==> src/verilog/rmc_consts.svh <==
`ifndef RMC_CONSTS_SVH
`define RMC_CONSTS_SVH
`define RMC_CLK_MHZ 200
`define RMC_PD2STBY_US 150
`define RMC_PD2STBY_CYC (`RMC_PD2STBY_US * `RMC_CLK_MHZ)
`define RMC_STBY2A_US 130
`define RMC_STBY2A_CYC (`RMC_STBY2A_US * `RMC_CLK_MHZ)
`define RMC_CE_MIN_US 10
`define RMC_CE_MIN_CYC (`RMC_CE_MIN_US * `RMC_CLK_MHZ + 1)
`define RMC_RPD_US 40
`define RMC_RPD_CYC (`RMC_RPD_US * `RMC_CLK_MHZ)
`define RMC_TXMAX_US 4000
`define RMC_TXMAX_CYC (`RMC_TXMAX_US * `RMC_CLK_MHZ)
`define RMC_RATE_1M 2'h0
`define RMC_RATE_2M 2'h1
`define RMC_RATE_250K 2'h2
`define RMC_RPD_REG_IDX 8'h09
`define RMC_RPD_BIT 0
`define RMC_CNT_W 20
`endif

==> src/verilog/rmc_pkg.sv <==
package rmc_pkg;
    typedef enum logic [2:0]
    {
        RMC_PDN    = 3'h0,
        RMC_PU_WT  = 3'h1,
        RMC_STBY1  = 3'h3,
        RMC_SETTLE = 3'h2,
        RMC_RX     = 3'h6,
        RMC_TX     = 3'h7,
        RMC_STBY2  = 3'h5
    } rmc_mode_type;

    typedef struct packed
    {
        logic       power_up_bit;
        logic       primary_receiver_select;
        logic       chip_enable;
        logic       auto_protocol_en;
        logic [1:0] air_rate_select;
    } rmc_ctrl_type;

    typedef struct packed
    {
        logic pkt_valid;
        logic pkt_addr_match;
        logic pkt_crc_ok;
    } rmc_rxev_type;
endpackage

==> src/verilog/rmc_timer.sv <==
`include "rmc_consts.svh"
module rmc_timer
#(
    parameter int W = `RMC_CNT_W
)
(
    input  wire logic         clk,
    input  wire logic         rst_b,
    input  wire logic         run,
    input  wire logic [W-1:0] limit,
    output logic              done
);
    logic [W-1:0] cnt_q;
    logic [W-1:0] cnt_d;
    logic         done_d;
    logic         done_q;

    // Counter restarts whenever run drops, so every interval is measured fresh.
    always_comb
    begin
        cnt_d  = cnt_q;
        done_d = 1'b0;
        if (!run)
        begin
            cnt_d = '0;
        end
        else if (cnt_q >= limit)
        begin
            done_d = 1'b1;
        end
        else
        begin
            cnt_d = cnt_q + {{(W-1){1'b0}}, 1'b1};
        end
    end

    always_ff @(posedge clk or negedge rst_b)
    begin
        if (!rst_b)
        begin
            cnt_q  <= '0;
            done_q <= 1'b0;
        end
        else
        begin
            cnt_q  <= cnt_d;
            done_q <= done_d;
        end
    end

    assign done = done_q & run;
endmodule

==> src/verilog/rmc_top.sv <==
// Functional notes
// - Enter power down after reset completes.
// - Register values and SPI kept in standby.
// - Power-up bit low forces power down.
// - Power-up enters standby-I within 150us.
// - Active only with chip-enable; else standby-I.
// - Transmitter, enable high, FIFO empty: standby-II.
// - Standby-II new packet: settle 130us, send.
// - RX when power-up, receiver select, enable.
// - Valid addressed CRC-good packet stored.
// - Full RX FIFO discards valid packet.
// - Stay RX until host leaves; protocol exception.
// - Power flag after 40us filtered detection.
// - TX needs payload, enable over 10us.
// - After packet: standby-I, next, or standby-II.
// - TX mode never exceeds 4ms.
// - Enable high drains and refilled FIFO continues.
// - Standby-II sends when chip-select returns high.
// - Enable pulse sends one packet, standby-I.
// - TX/RX turnaround uses 130us settle.
// - Air rate from setup register bits.
// - Power flag readable register 09 bit 0.
// - Power flag frozen on packet or enable low.
`include "rmc_consts.svh"
module rmc_top
#(
    parameter int PD2STBY_CYC = `RMC_PD2STBY_CYC,
    parameter int STBY2A_CYC  = `RMC_STBY2A_CYC,
    parameter int CE_MIN_CYC  = `RMC_CE_MIN_CYC,
    parameter int RPD_CYC     = `RMC_RPD_CYC,
    parameter int TXMAX_CYC   = `RMC_TXMAX_CYC
)
(
    input  wire logic                 REF_CLK,
    input  wire logic                 RST_B,
    input  wire rmc_pkg::rmc_ctrl_type CTRL,
    input  wire logic                 SYNC_RST,
    input  wire logic                 CHIP_SELECT_B,
    input  wire logic                 TX_FIFO_EMPTY,
    input  wire logic                 RX_FIFO_FULL,
    input  wire rmc_pkg::rmc_rxev_type RX_EVENT,
    input  wire logic                 TX_PKT_DONE,
    input  wire logic                 POWER_DETECT_RAW,
    output logic                      RX_STORE,
    output logic                      RX_DISCARD,
    output logic                      TX_START,
    output logic                      TX_ABORT,
    output logic                      SYNTH_ON,
    output logic                      CLK_BUF_ON,
    output logic                      SPI_ENABLE,
    output logic [1:0]                AIR_RATE,
    output logic                      RX_ACTIVE,
    output logic                      TX_ACTIVE,
    output logic                      RECEIVED_POWER_FLAG,
    output logic [2:0]                MODE
);
    localparam int W = `RMC_CNT_W;

    rmc_pkg::rmc_mode_type mode_q;
    rmc_pkg::rmc_mode_type mode_d;
    logic                  settle_rx_q;
    logic                  settle_rx_d;
    logic                  pulse_q;
    logic                  pulse_d;
    logic                  sent_q;
    logic                  sent_d;
    logic                  load_pend_q;
    logic                  load_pend_d;
    logic [2:0]            det_s_q;
    logic                  det_f_q;
    logic                  det_f_d;
    logic                  rpd_q;
    logic                  rpd_d;
    logic                  rx_store_q;
    logic                  rx_store_d;
    logic                  rx_disc_q;
    logic                  rx_disc_d;
    logic                  tx_start_q;
    logic                  tx_start_d;
    logic                  tx_abort_q;
    logic                  tx_abort_d;
    logic [1:0]            rate_q;
    logic [1:0]            rate_d;
    logic                  cs_q;
    logic                  ce_q;
    logic                  pu_done;
    logic                  set_done;
    logic                  ce_long;
    logic                  rpd_done;
    logic                  tx_over;
    logic                  pu;
    logic                  prx;
    logic                  ce;
    logic                  valid_pkt;

    assign pu  = CTRL.power_up_bit;
    assign prx = CTRL.primary_receiver_select;
    assign ce  = CTRL.chip_enable;
    assign valid_pkt = RX_EVENT.pkt_valid & RX_EVENT.pkt_addr_match & RX_EVENT.pkt_crc_ok;

    rmc_timer #(.W(W)) u_pu
    (
        .clk   (REF_CLK),
        .rst_b (RST_B),
        .run   (mode_q == rmc_pkg::RMC_PU_WT),
        .limit (W'(PD2STBY_CYC - 1)),
        .done  (pu_done)
    );

    rmc_timer #(.W(W)) u_set
    (
        .clk   (REF_CLK),
        .rst_b (RST_B),
        .run   (mode_q == rmc_pkg::RMC_SETTLE),
        .limit (W'(STBY2A_CYC - 1)),
        .done  (set_done)
    );

    rmc_timer #(.W(W)) u_ce
    (
        .clk   (REF_CLK),
        .rst_b (RST_B),
        .run   (ce),
        .limit (W'(CE_MIN_CYC - 1)),
        .done  (ce_long)
    );

    rmc_timer #(.W(W)) u_rpd
    (
        .clk   (REF_CLK),
        .rst_b (RST_B),
        .run   (det_f_q && mode_q == rmc_pkg::RMC_RX),
        .limit (W'(RPD_CYC - 1)),
        .done  (rpd_done)
    );

    rmc_timer #(.W(W)) u_tx
    (
        .clk   (REF_CLK),
        .rst_b (RST_B),
        .run   (mode_q == rmc_pkg::RMC_TX),
        .limit (W'(TXMAX_CYC - 1)),
        .done  (tx_over)
    );

    always_comb
    begin
        mode_d      = mode_q;
        settle_rx_d = settle_rx_q;
        pulse_d     = pulse_q;
        sent_d      = sent_q;
        tx_start_d  = 1'b0;
        tx_abort_d  = 1'b0;
        load_pend_d = load_pend_q | (CHIP_SELECT_B & ~cs_q & ~TX_FIFO_EMPTY);
        if (ce && !ce_q)
        begin
            pulse_d = 1'b1;
            sent_d  = 1'b0;
        end
        case (mode_q)
            rmc_pkg::RMC_PDN:
            begin
                if (pu)
                begin
                    mode_d = rmc_pkg::RMC_PU_WT;
                end
            end
            rmc_pkg::RMC_PU_WT:
            begin
                if (pu_done)
                begin
                    mode_d = rmc_pkg::RMC_STBY1;
                end
            end
            rmc_pkg::RMC_STBY1:
            begin
                if (ce && prx)
                begin
                    mode_d      = rmc_pkg::RMC_SETTLE;
                    settle_rx_d = 1'b1;
                end
                else if (ce_long && !prx && !TX_FIFO_EMPTY && !sent_q)
                begin
                    mode_d      = rmc_pkg::RMC_SETTLE;
                    settle_rx_d = 1'b0;
                end
            end
            rmc_pkg::RMC_STBY2:
            begin
                if (load_pend_q)
                begin
                    mode_d      = rmc_pkg::RMC_SETTLE;
                    settle_rx_d = 1'b0;
                    load_pend_d = 1'b0;
                end
            end
            rmc_pkg::RMC_SETTLE:
            begin
                if (set_done)
                begin
                    mode_d     = settle_rx_q ? rmc_pkg::RMC_RX : rmc_pkg::RMC_TX;
                    tx_start_d = ~settle_rx_q;
                end
            end
            rmc_pkg::RMC_RX:
            begin
                if (CTRL.auto_protocol_en && !prx)
                begin
                    mode_d      = rmc_pkg::RMC_SETTLE;
                    settle_rx_d = 1'b0;
                end
            end
            rmc_pkg::RMC_TX:
            begin
                if (tx_over)
                begin
                    tx_abort_d = 1'b1;
                    mode_d     = rmc_pkg::RMC_STBY1;
                    sent_d     = 1'b1;
                end
                else if (TX_PKT_DONE)
                begin
                    sent_d  = 1'b1;
                    pulse_d = 1'b0;
                    if (!ce)
                    begin
                        mode_d = rmc_pkg::RMC_STBY1;
                    end
                    else if (!TX_FIFO_EMPTY)
                    begin
                        tx_start_d = 1'b1;
                        sent_d     = 1'b0;
                    end
                    else
                    begin
                        mode_d      = rmc_pkg::RMC_STBY2;
                        load_pend_d = 1'b0;
                    end
                end
                else if (CTRL.auto_protocol_en && prx && ce)
                begin
                    mode_d      = rmc_pkg::RMC_SETTLE;
                    settle_rx_d = 1'b1;
                end
            end
            default:
            begin
                mode_d = rmc_pkg::RMC_PDN;
            end
        endcase
        // enable low returns to standby-I
        // A pulse shorter than the settle time must still reach transmit, so that settle is kept.
        if (!ce && mode_q != rmc_pkg::RMC_PDN && mode_q != rmc_pkg::RMC_PU_WT && mode_q != rmc_pkg::RMC_TX
            && !(mode_q == rmc_pkg::RMC_SETTLE && !settle_rx_q && pulse_q))
        begin
            mode_d = rmc_pkg::RMC_STBY1;
        end
        if (!pu)
        begin
            mode_d = rmc_pkg::RMC_PDN;
        end
        if (SYNC_RST)
        begin
            mode_d      = rmc_pkg::RMC_PDN;
            load_pend_d = 1'b0;
            pulse_d     = 1'b0;
            sent_d      = 1'b0;
        end
    end

    always_comb
    begin
        rx_store_d = 1'b0;
        rx_disc_d  = 1'b0;
        det_f_d    = det_f_q;
        rpd_d      = rpd_q;
        rate_d     = CTRL.air_rate_select;
        // Three-stage filter: a change counts once the last two stages agree.
        if (det_s_q[1] == det_s_q[2])
        begin
            det_f_d = det_s_q[2];
        end
        if (mode_q == rmc_pkg::RMC_RX && valid_pkt)
        begin
            rx_disc_d  = RX_FIFO_FULL;
            rx_store_d = ~RX_FIFO_FULL;
        end
        // freeze on packet or enable low
        if (mode_q == rmc_pkg::RMC_RX && ce && !valid_pkt)
        begin
            rpd_d = rpd_done;
        end
        // rate held while transmitting or receiving
        if (mode_q == rmc_pkg::RMC_TX || mode_q == rmc_pkg::RMC_RX)
        begin
            rate_d = rate_q;
        end
    end

    always_ff @(posedge REF_CLK or negedge RST_B)
    begin
        if (!RST_B)
        begin
            mode_q      <= rmc_pkg::RMC_PDN;
            settle_rx_q <= 1'b0;
            pulse_q     <= 1'b0;
            sent_q      <= 1'b0;
            load_pend_q <= 1'b0;
            det_s_q     <= 3'h0;
            det_f_q     <= 1'b0;
            rpd_q       <= 1'b0;
            rx_store_q  <= 1'b0;
            rx_disc_q   <= 1'b0;
            tx_start_q  <= 1'b0;
            tx_abort_q  <= 1'b0;
            rate_q      <= `RMC_RATE_1M;
            cs_q        <= 1'b1;
            ce_q        <= 1'b0;
        end
        else
        begin
            mode_q      <= mode_d;
            settle_rx_q <= settle_rx_d;
            pulse_q     <= pulse_d;
            sent_q      <= sent_d;
            load_pend_q <= load_pend_d;
            det_s_q     <= {det_s_q[1:0], POWER_DETECT_RAW};
            det_f_q     <= det_f_d;
            rpd_q       <= rpd_d;
            rx_store_q  <= rx_store_d;
            rx_disc_q   <= rx_disc_d;
            tx_start_q  <= tx_start_d;
            tx_abort_q  <= tx_abort_d;
            rate_q      <= rate_d;
            cs_q        <= CHIP_SELECT_B;
            ce_q        <= ce;
        end
    end

    // SPI kept usable in all modes
    assign SPI_ENABLE = 1'b1;
    assign RX_STORE   = rx_store_q;
    assign RX_DISCARD = rx_disc_q;
    assign TX_START   = tx_start_q;
    assign TX_ABORT   = tx_abort_q;
    assign SYNTH_ON   = mode_q == rmc_pkg::RMC_SETTLE || mode_q == rmc_pkg::RMC_RX || mode_q == rmc_pkg::RMC_TX;
    assign CLK_BUF_ON = mode_q == rmc_pkg::RMC_STBY2 || SYNTH_ON;
    assign AIR_RATE   = rate_q;
    assign RX_ACTIVE  = mode_q == rmc_pkg::RMC_RX;
    assign TX_ACTIVE  = mode_q == rmc_pkg::RMC_TX;
    // flag is register 09 bit 0
    assign RECEIVED_POWER_FLAG = rpd_q;
    assign MODE       = mode_q;
endmodule

==> config.mk <==
export PLATFORM = sky130hd
export DESIGN_NAME = rmc_top
export DESIGN_NICKNAME = d
export VERILOG_FILES = /design/src/verilog/rmc_pkg.sv /design/src/verilog/rmc_timer.sv /design/src/verilog/rmc_top.sv
export VERILOG_INCLUDE_DIRS = /design/src /design/src/verilog
export SDC_FILE = /design/constraint.sdc
export NUM_CORES = 1
export LEC_CHECK = 0
export ABC_AREA = 1
export BUFFER_PORTS_ARGS = -buffer_cell sky130_fd_sc_hd__buf_2
export CORE_UTILIZATION = 58
export CTS_BUF_LIST = sky130_fd_sc_hd__clkbuf_8 sky130_fd_sc_hd__clkbuf_16
export DETAILED_ROUTE_END_ITERATION = 8
export GPL_TIMING_DRIVEN = 0
export HOLD_SLACK_MARGIN = 0.08
export PLACE_DENSITY = 0.83
export SYNTH_ARGS = -nofsm -noshare
export SYNTH_HDL_FRONTEND = slang
export SYNTH_HIERARCHICAL = 1
export SYNTH_SLANG_ARGS = --single-unit
==> constraint.sdc <==
create_clock -name REF_CLK -period 1.8 [get_ports REF_CLK]
set_input_delay 0.18 -clock REF_CLK [delete_from_list [all_inputs] [get_ports REF_CLK]]
set_output_delay 0.18 -clock REF_CLK [all_outputs]
set_load 0.005 [all_outputs]
==> flow_summary.ini <==
[yosys]
postSynthAreaPerCell_um2 = 6.75
synthesis.area_um2 = 11200
synth-seq-cells = 125
synthArstFlopShare_pct = 100
yosysWarnings = 6
synthFlopType = dfrtp_1
synth_cell_types = 39
ys_seq_area_share_pct = 27.9
synth_edf_count = 0
synth_cells = 1659

[power_and_ir_drop]
switchingPower_mw = 2.21
p_clk_share_pct = 43.0
p_sw_share_pct = 29.1
intPower_mw = 5.38
comb_power_share_pct = 18.1
vdd_drop_max_mv = 0.736
p_leak_nw = 8.31
p_per_area_nw_per_um2 = 507
p_seq_share_pct = 38.9

[timing]
fin_worst_skew_ns = 0.0108
tns_ns = -3.37
hold_violations = 0
drv_slew = 0
slew_headroom_pct = 61.3
period_needed_ns = 1.91
final.period_utilization_pct = 106
rsz0062_at_grt = true
finalSetupViolations = 76
clock.fmax_mhz = 524
tightest_slew_ns = 0.580
fin_ws_ns = -0.107
hold_slack_ns = 0.121

[critical_path]
cp.required_ns = 2.15
worst-path-buf-inv = 2
crit_path_end_kind = register
slowest_delay_ns = 0.42
slowest_stage = dfrtp_1
crit_type = register to register
crit_fanout = 5
crit_family = simple AND/OR/NAND/NOR gates
ff2ff_path_depth = 12
reg2reg_to = u_ce/cnt_q[5]
critPathLaunchType = register
cpMostUsedCell = nand2_4
cp_cell_sequence = ha_4 > nand2_4 > inv_2 > nand2_4 > nor2_4 > nand2_1 > nor2_2 > nor2_4 > nand2_4 > buf_6 > nand3_2 > nand2_1
r2r_slack_ns = -0.11
critical_path_arrival_ns = 2.26
rr_startpoint = u_ce/cnt_q[19]

[run_status]
failed_checks = negative setup slack
status = finished with violations

[global_route]
grt_antenna_before_repair = 1
grt_pass1_wl_mm = 47.7
grtUsageTotal_pct = 29.7
overflow = 0
grt_max_degree = 69
grt_pass1_vias = 10400

[clocking]
cts_tree = done
clk_latency_ns = 0.42
path_clk_slew_ns = 0.06
cts.sinks = 125
ctsRootBufferMaster = clkbuf_16
cts.path.max_buffers = 2
cts_buffers = 17
cts.htree.levels = 4

[layout]
syn_to_final_growth_pct = 33.7
fin_nets = 2040
final_layout_size_suffix_gt1_share_pct = 27.6

[drt]
routed_wl_mm = 34.3
wl_per_cell_um = 15.7
postRouteAntennaNets = 0
num_vias = 12200
drtIter0Drc = 1265
dr.pass1.iters = 6
drc = 0
viasPerCell = 5.56

[min_path]
whs_path_depth = 3
hold_class = input port to register
worstHoldEndpoint = RX_DISCARD
worstHoldStart = RX_EVENT[0]

[placed_design]
port_buffers = 30
dpl.hpwl_mm = 19.7
place.gp.congestion = 0.945

[die]
start_util_pct = 59.5
dieArea_um2 = 19900
rows = 50
die_w_um = 141
ios = 32
dieHeight_um = 141
core_um2 = 18800

[job]
cap_violations = 0
-- placed cells by master (no fill, tap or decap), types with 5 or more instances in the layout --
cell / netlist / routed
ha_4: 0 / 31
clkbuf_16: 0 / 18
dfrtp_1: 124 / 82
and3_4: 0 / 5
buf_8: 0 / 5
inv_2: 8 / 24
dfrtp_2: 0 / 42
o21ai_0: 5 / 5
dlygate4sd3_1: 0 / 12
buf_6: 10 / 38
xnor2_1: 5 / 5
conb_1: 2 / 101
a21o_1: 10 / 10
xor2_1: 60 / 60
nand4_1: 115 / 115
nor2_2: 23 / 22
ha_1: 105 / 72
nand3_1: 162 / 70
nor3_2: 5 / 5
clkbuf_8: 0 / 5
buf_4: 1 / 93
nand2_4: 0 / 17
nand2_2: 25 / 46
inv_1: 280 / 269
nand3_2: 7 / 97
buf_2: 40 / 43
a21oi_1: 26 / 26
a21boi_0: 6 / 6
nor2_4: 7 / 24
nor2_1: 136 / 120
nand2_1: 469 / 431
-- logic make-up (layout without fill, tap and decap cells) --
kind of cell	Yosys count	in the layout	share of synthesized area, %
fa+ha+maj	106	106	11.8
buf+inv	345	514	12.7
flops	125	125	27.9
compound gates	56	56	3.07
simple gates	957	957	39.0
other cells	2	102	0.0670
xor+xnor	65	65	5.08
mux	3	3	0.335
-- through the flow --
stage	area (µm²)	power [mW]	setup WS, ns	util, %	instances
floorplan	11600	3.65	0.0128	-	1758
global placement	12100	3.92	-1.34	64.1	2048
detailed placement	12100	3.96	-0.248	64.3	2049
CTS	13400	7.28	-0.00224	71.3	2134
global route	15000	7.85	-0.145	79.5	2188
finish	15000	7.59	-0.107	79.5	2188
-- tightest hold or removal path, cell delays in order --
cell	delay, ns
buf_2	0.10
nand3_1	0.14
nor3b_1	0.08
-- synth_stat cells, types with 6 or more instances --
library cell | count | share of area [%]
inv_2 | 8 | 0.27
buf_6 | 10 | 1.0
nand2_2 | 25 | 1.4
a21o_1 | 10 | 0.67
nor2_4 | 7 | 0.70
xor2_1 | 60 | 4.7
ha_1 | 105 | 12
a21boi_0 | 6 | 0.40
inv_1 | 280 | 9.4
dfrtp_1 | 124 | 28
buf_2 | 40 | 1.8
nand2_1 | 469 | 16
nor2_1 | 136 | 4.6
a21oi_1 | 26 | 1.2
nand3_1 | 162 | 7.2
nor2_2 | 23 | 1.3
nand4_1 | 115 | 6.4
nand3_2 | 7 | 0.63
-- per-layer routing --
| metal | track usage, % | up-vias | routed length, µm |
|---|---|---|---|
| met1 | 37.9 | 5621 | 13300 |
| met2 | 52.1 | 706 | 16800 |
| met4 | 8.87 | 0 | 1310 |
| li1 | - | 5685 | - |
| met3 | 4.38 | 153 | 2830 |
| met5 | 0 | - | 0 |
-- registers in the layout, indices dropped and copies added, names as in the netlist, 2 cells and up --
name / flops
AIR_RATE: 2
MODE: 3
det_s_q: 3
u_ce/cnt_q: 20
u_pu/cnt_q: 20
u_rpd/cnt_q: 20
u_set/cnt_q: 20
u_tx/cnt_q: 20
-- power groups by stage --
stage / registers, mW / logic [mW] / clock network (mW)
2_1_floorplan: 3.00 / 0.648 / 0
3_3_place_gp: 3.02 / 0.897 / 0
3_5_place_dp: 3.02 / 0.939 / 0
4_1_cts: 2.96 / 1.07 / 3.25
5_1_grt: 2.96 / 1.50 / 3.39
6_report: 2.95 / 1.37 / 3.26
-- how the worst max path moves through the flow --
stage,from,endpoint,slack (ns),depth (start not counted)
floorplan,MODE[2],MODE[0],0.01,13
global placement,RST_B,MODE[1],-1.34,1
detailed placement,MODE[2],MODE[1],-0.25,13
CTS,u_pu/cnt_q[18],u_pu/cnt_q[5],-0.002,11
global route,u_ce/cnt_q[17],u_ce/cnt_q[5],-0.15,12
finish,u_ce/cnt_q[19],u_ce/cnt_q[5],-0.11,12
-- what timing repair did --
| item | in CTS | in global routing |
|---|---|---|
| resized for setup | 91 | 260 |
| hold buffers | 12 | 0 |
| pin swaps | 18 | 147 |
| hold endpoints to repair | 67 | 0 |
| setup buffers | 42 | 47 |
| setup endpoints to repair | 104 | 106 |
| gates cloned | 4 | 8 |
-- cell type report --
cell class	count	area, µm²
Sequential cell	125	3180
Timing Repair Buffer	144	1120
Fill cell	1167	3860
Clock inverter	6	48.8
Inverter	289	1090
Buffer	53	495
Tap cell	260	325
Antenna cell	1	2.50
Clock buffer	22	494
Multi-Input combinational cell	1288	8220
Note: power is estimated with default switching activity, not from simulation.
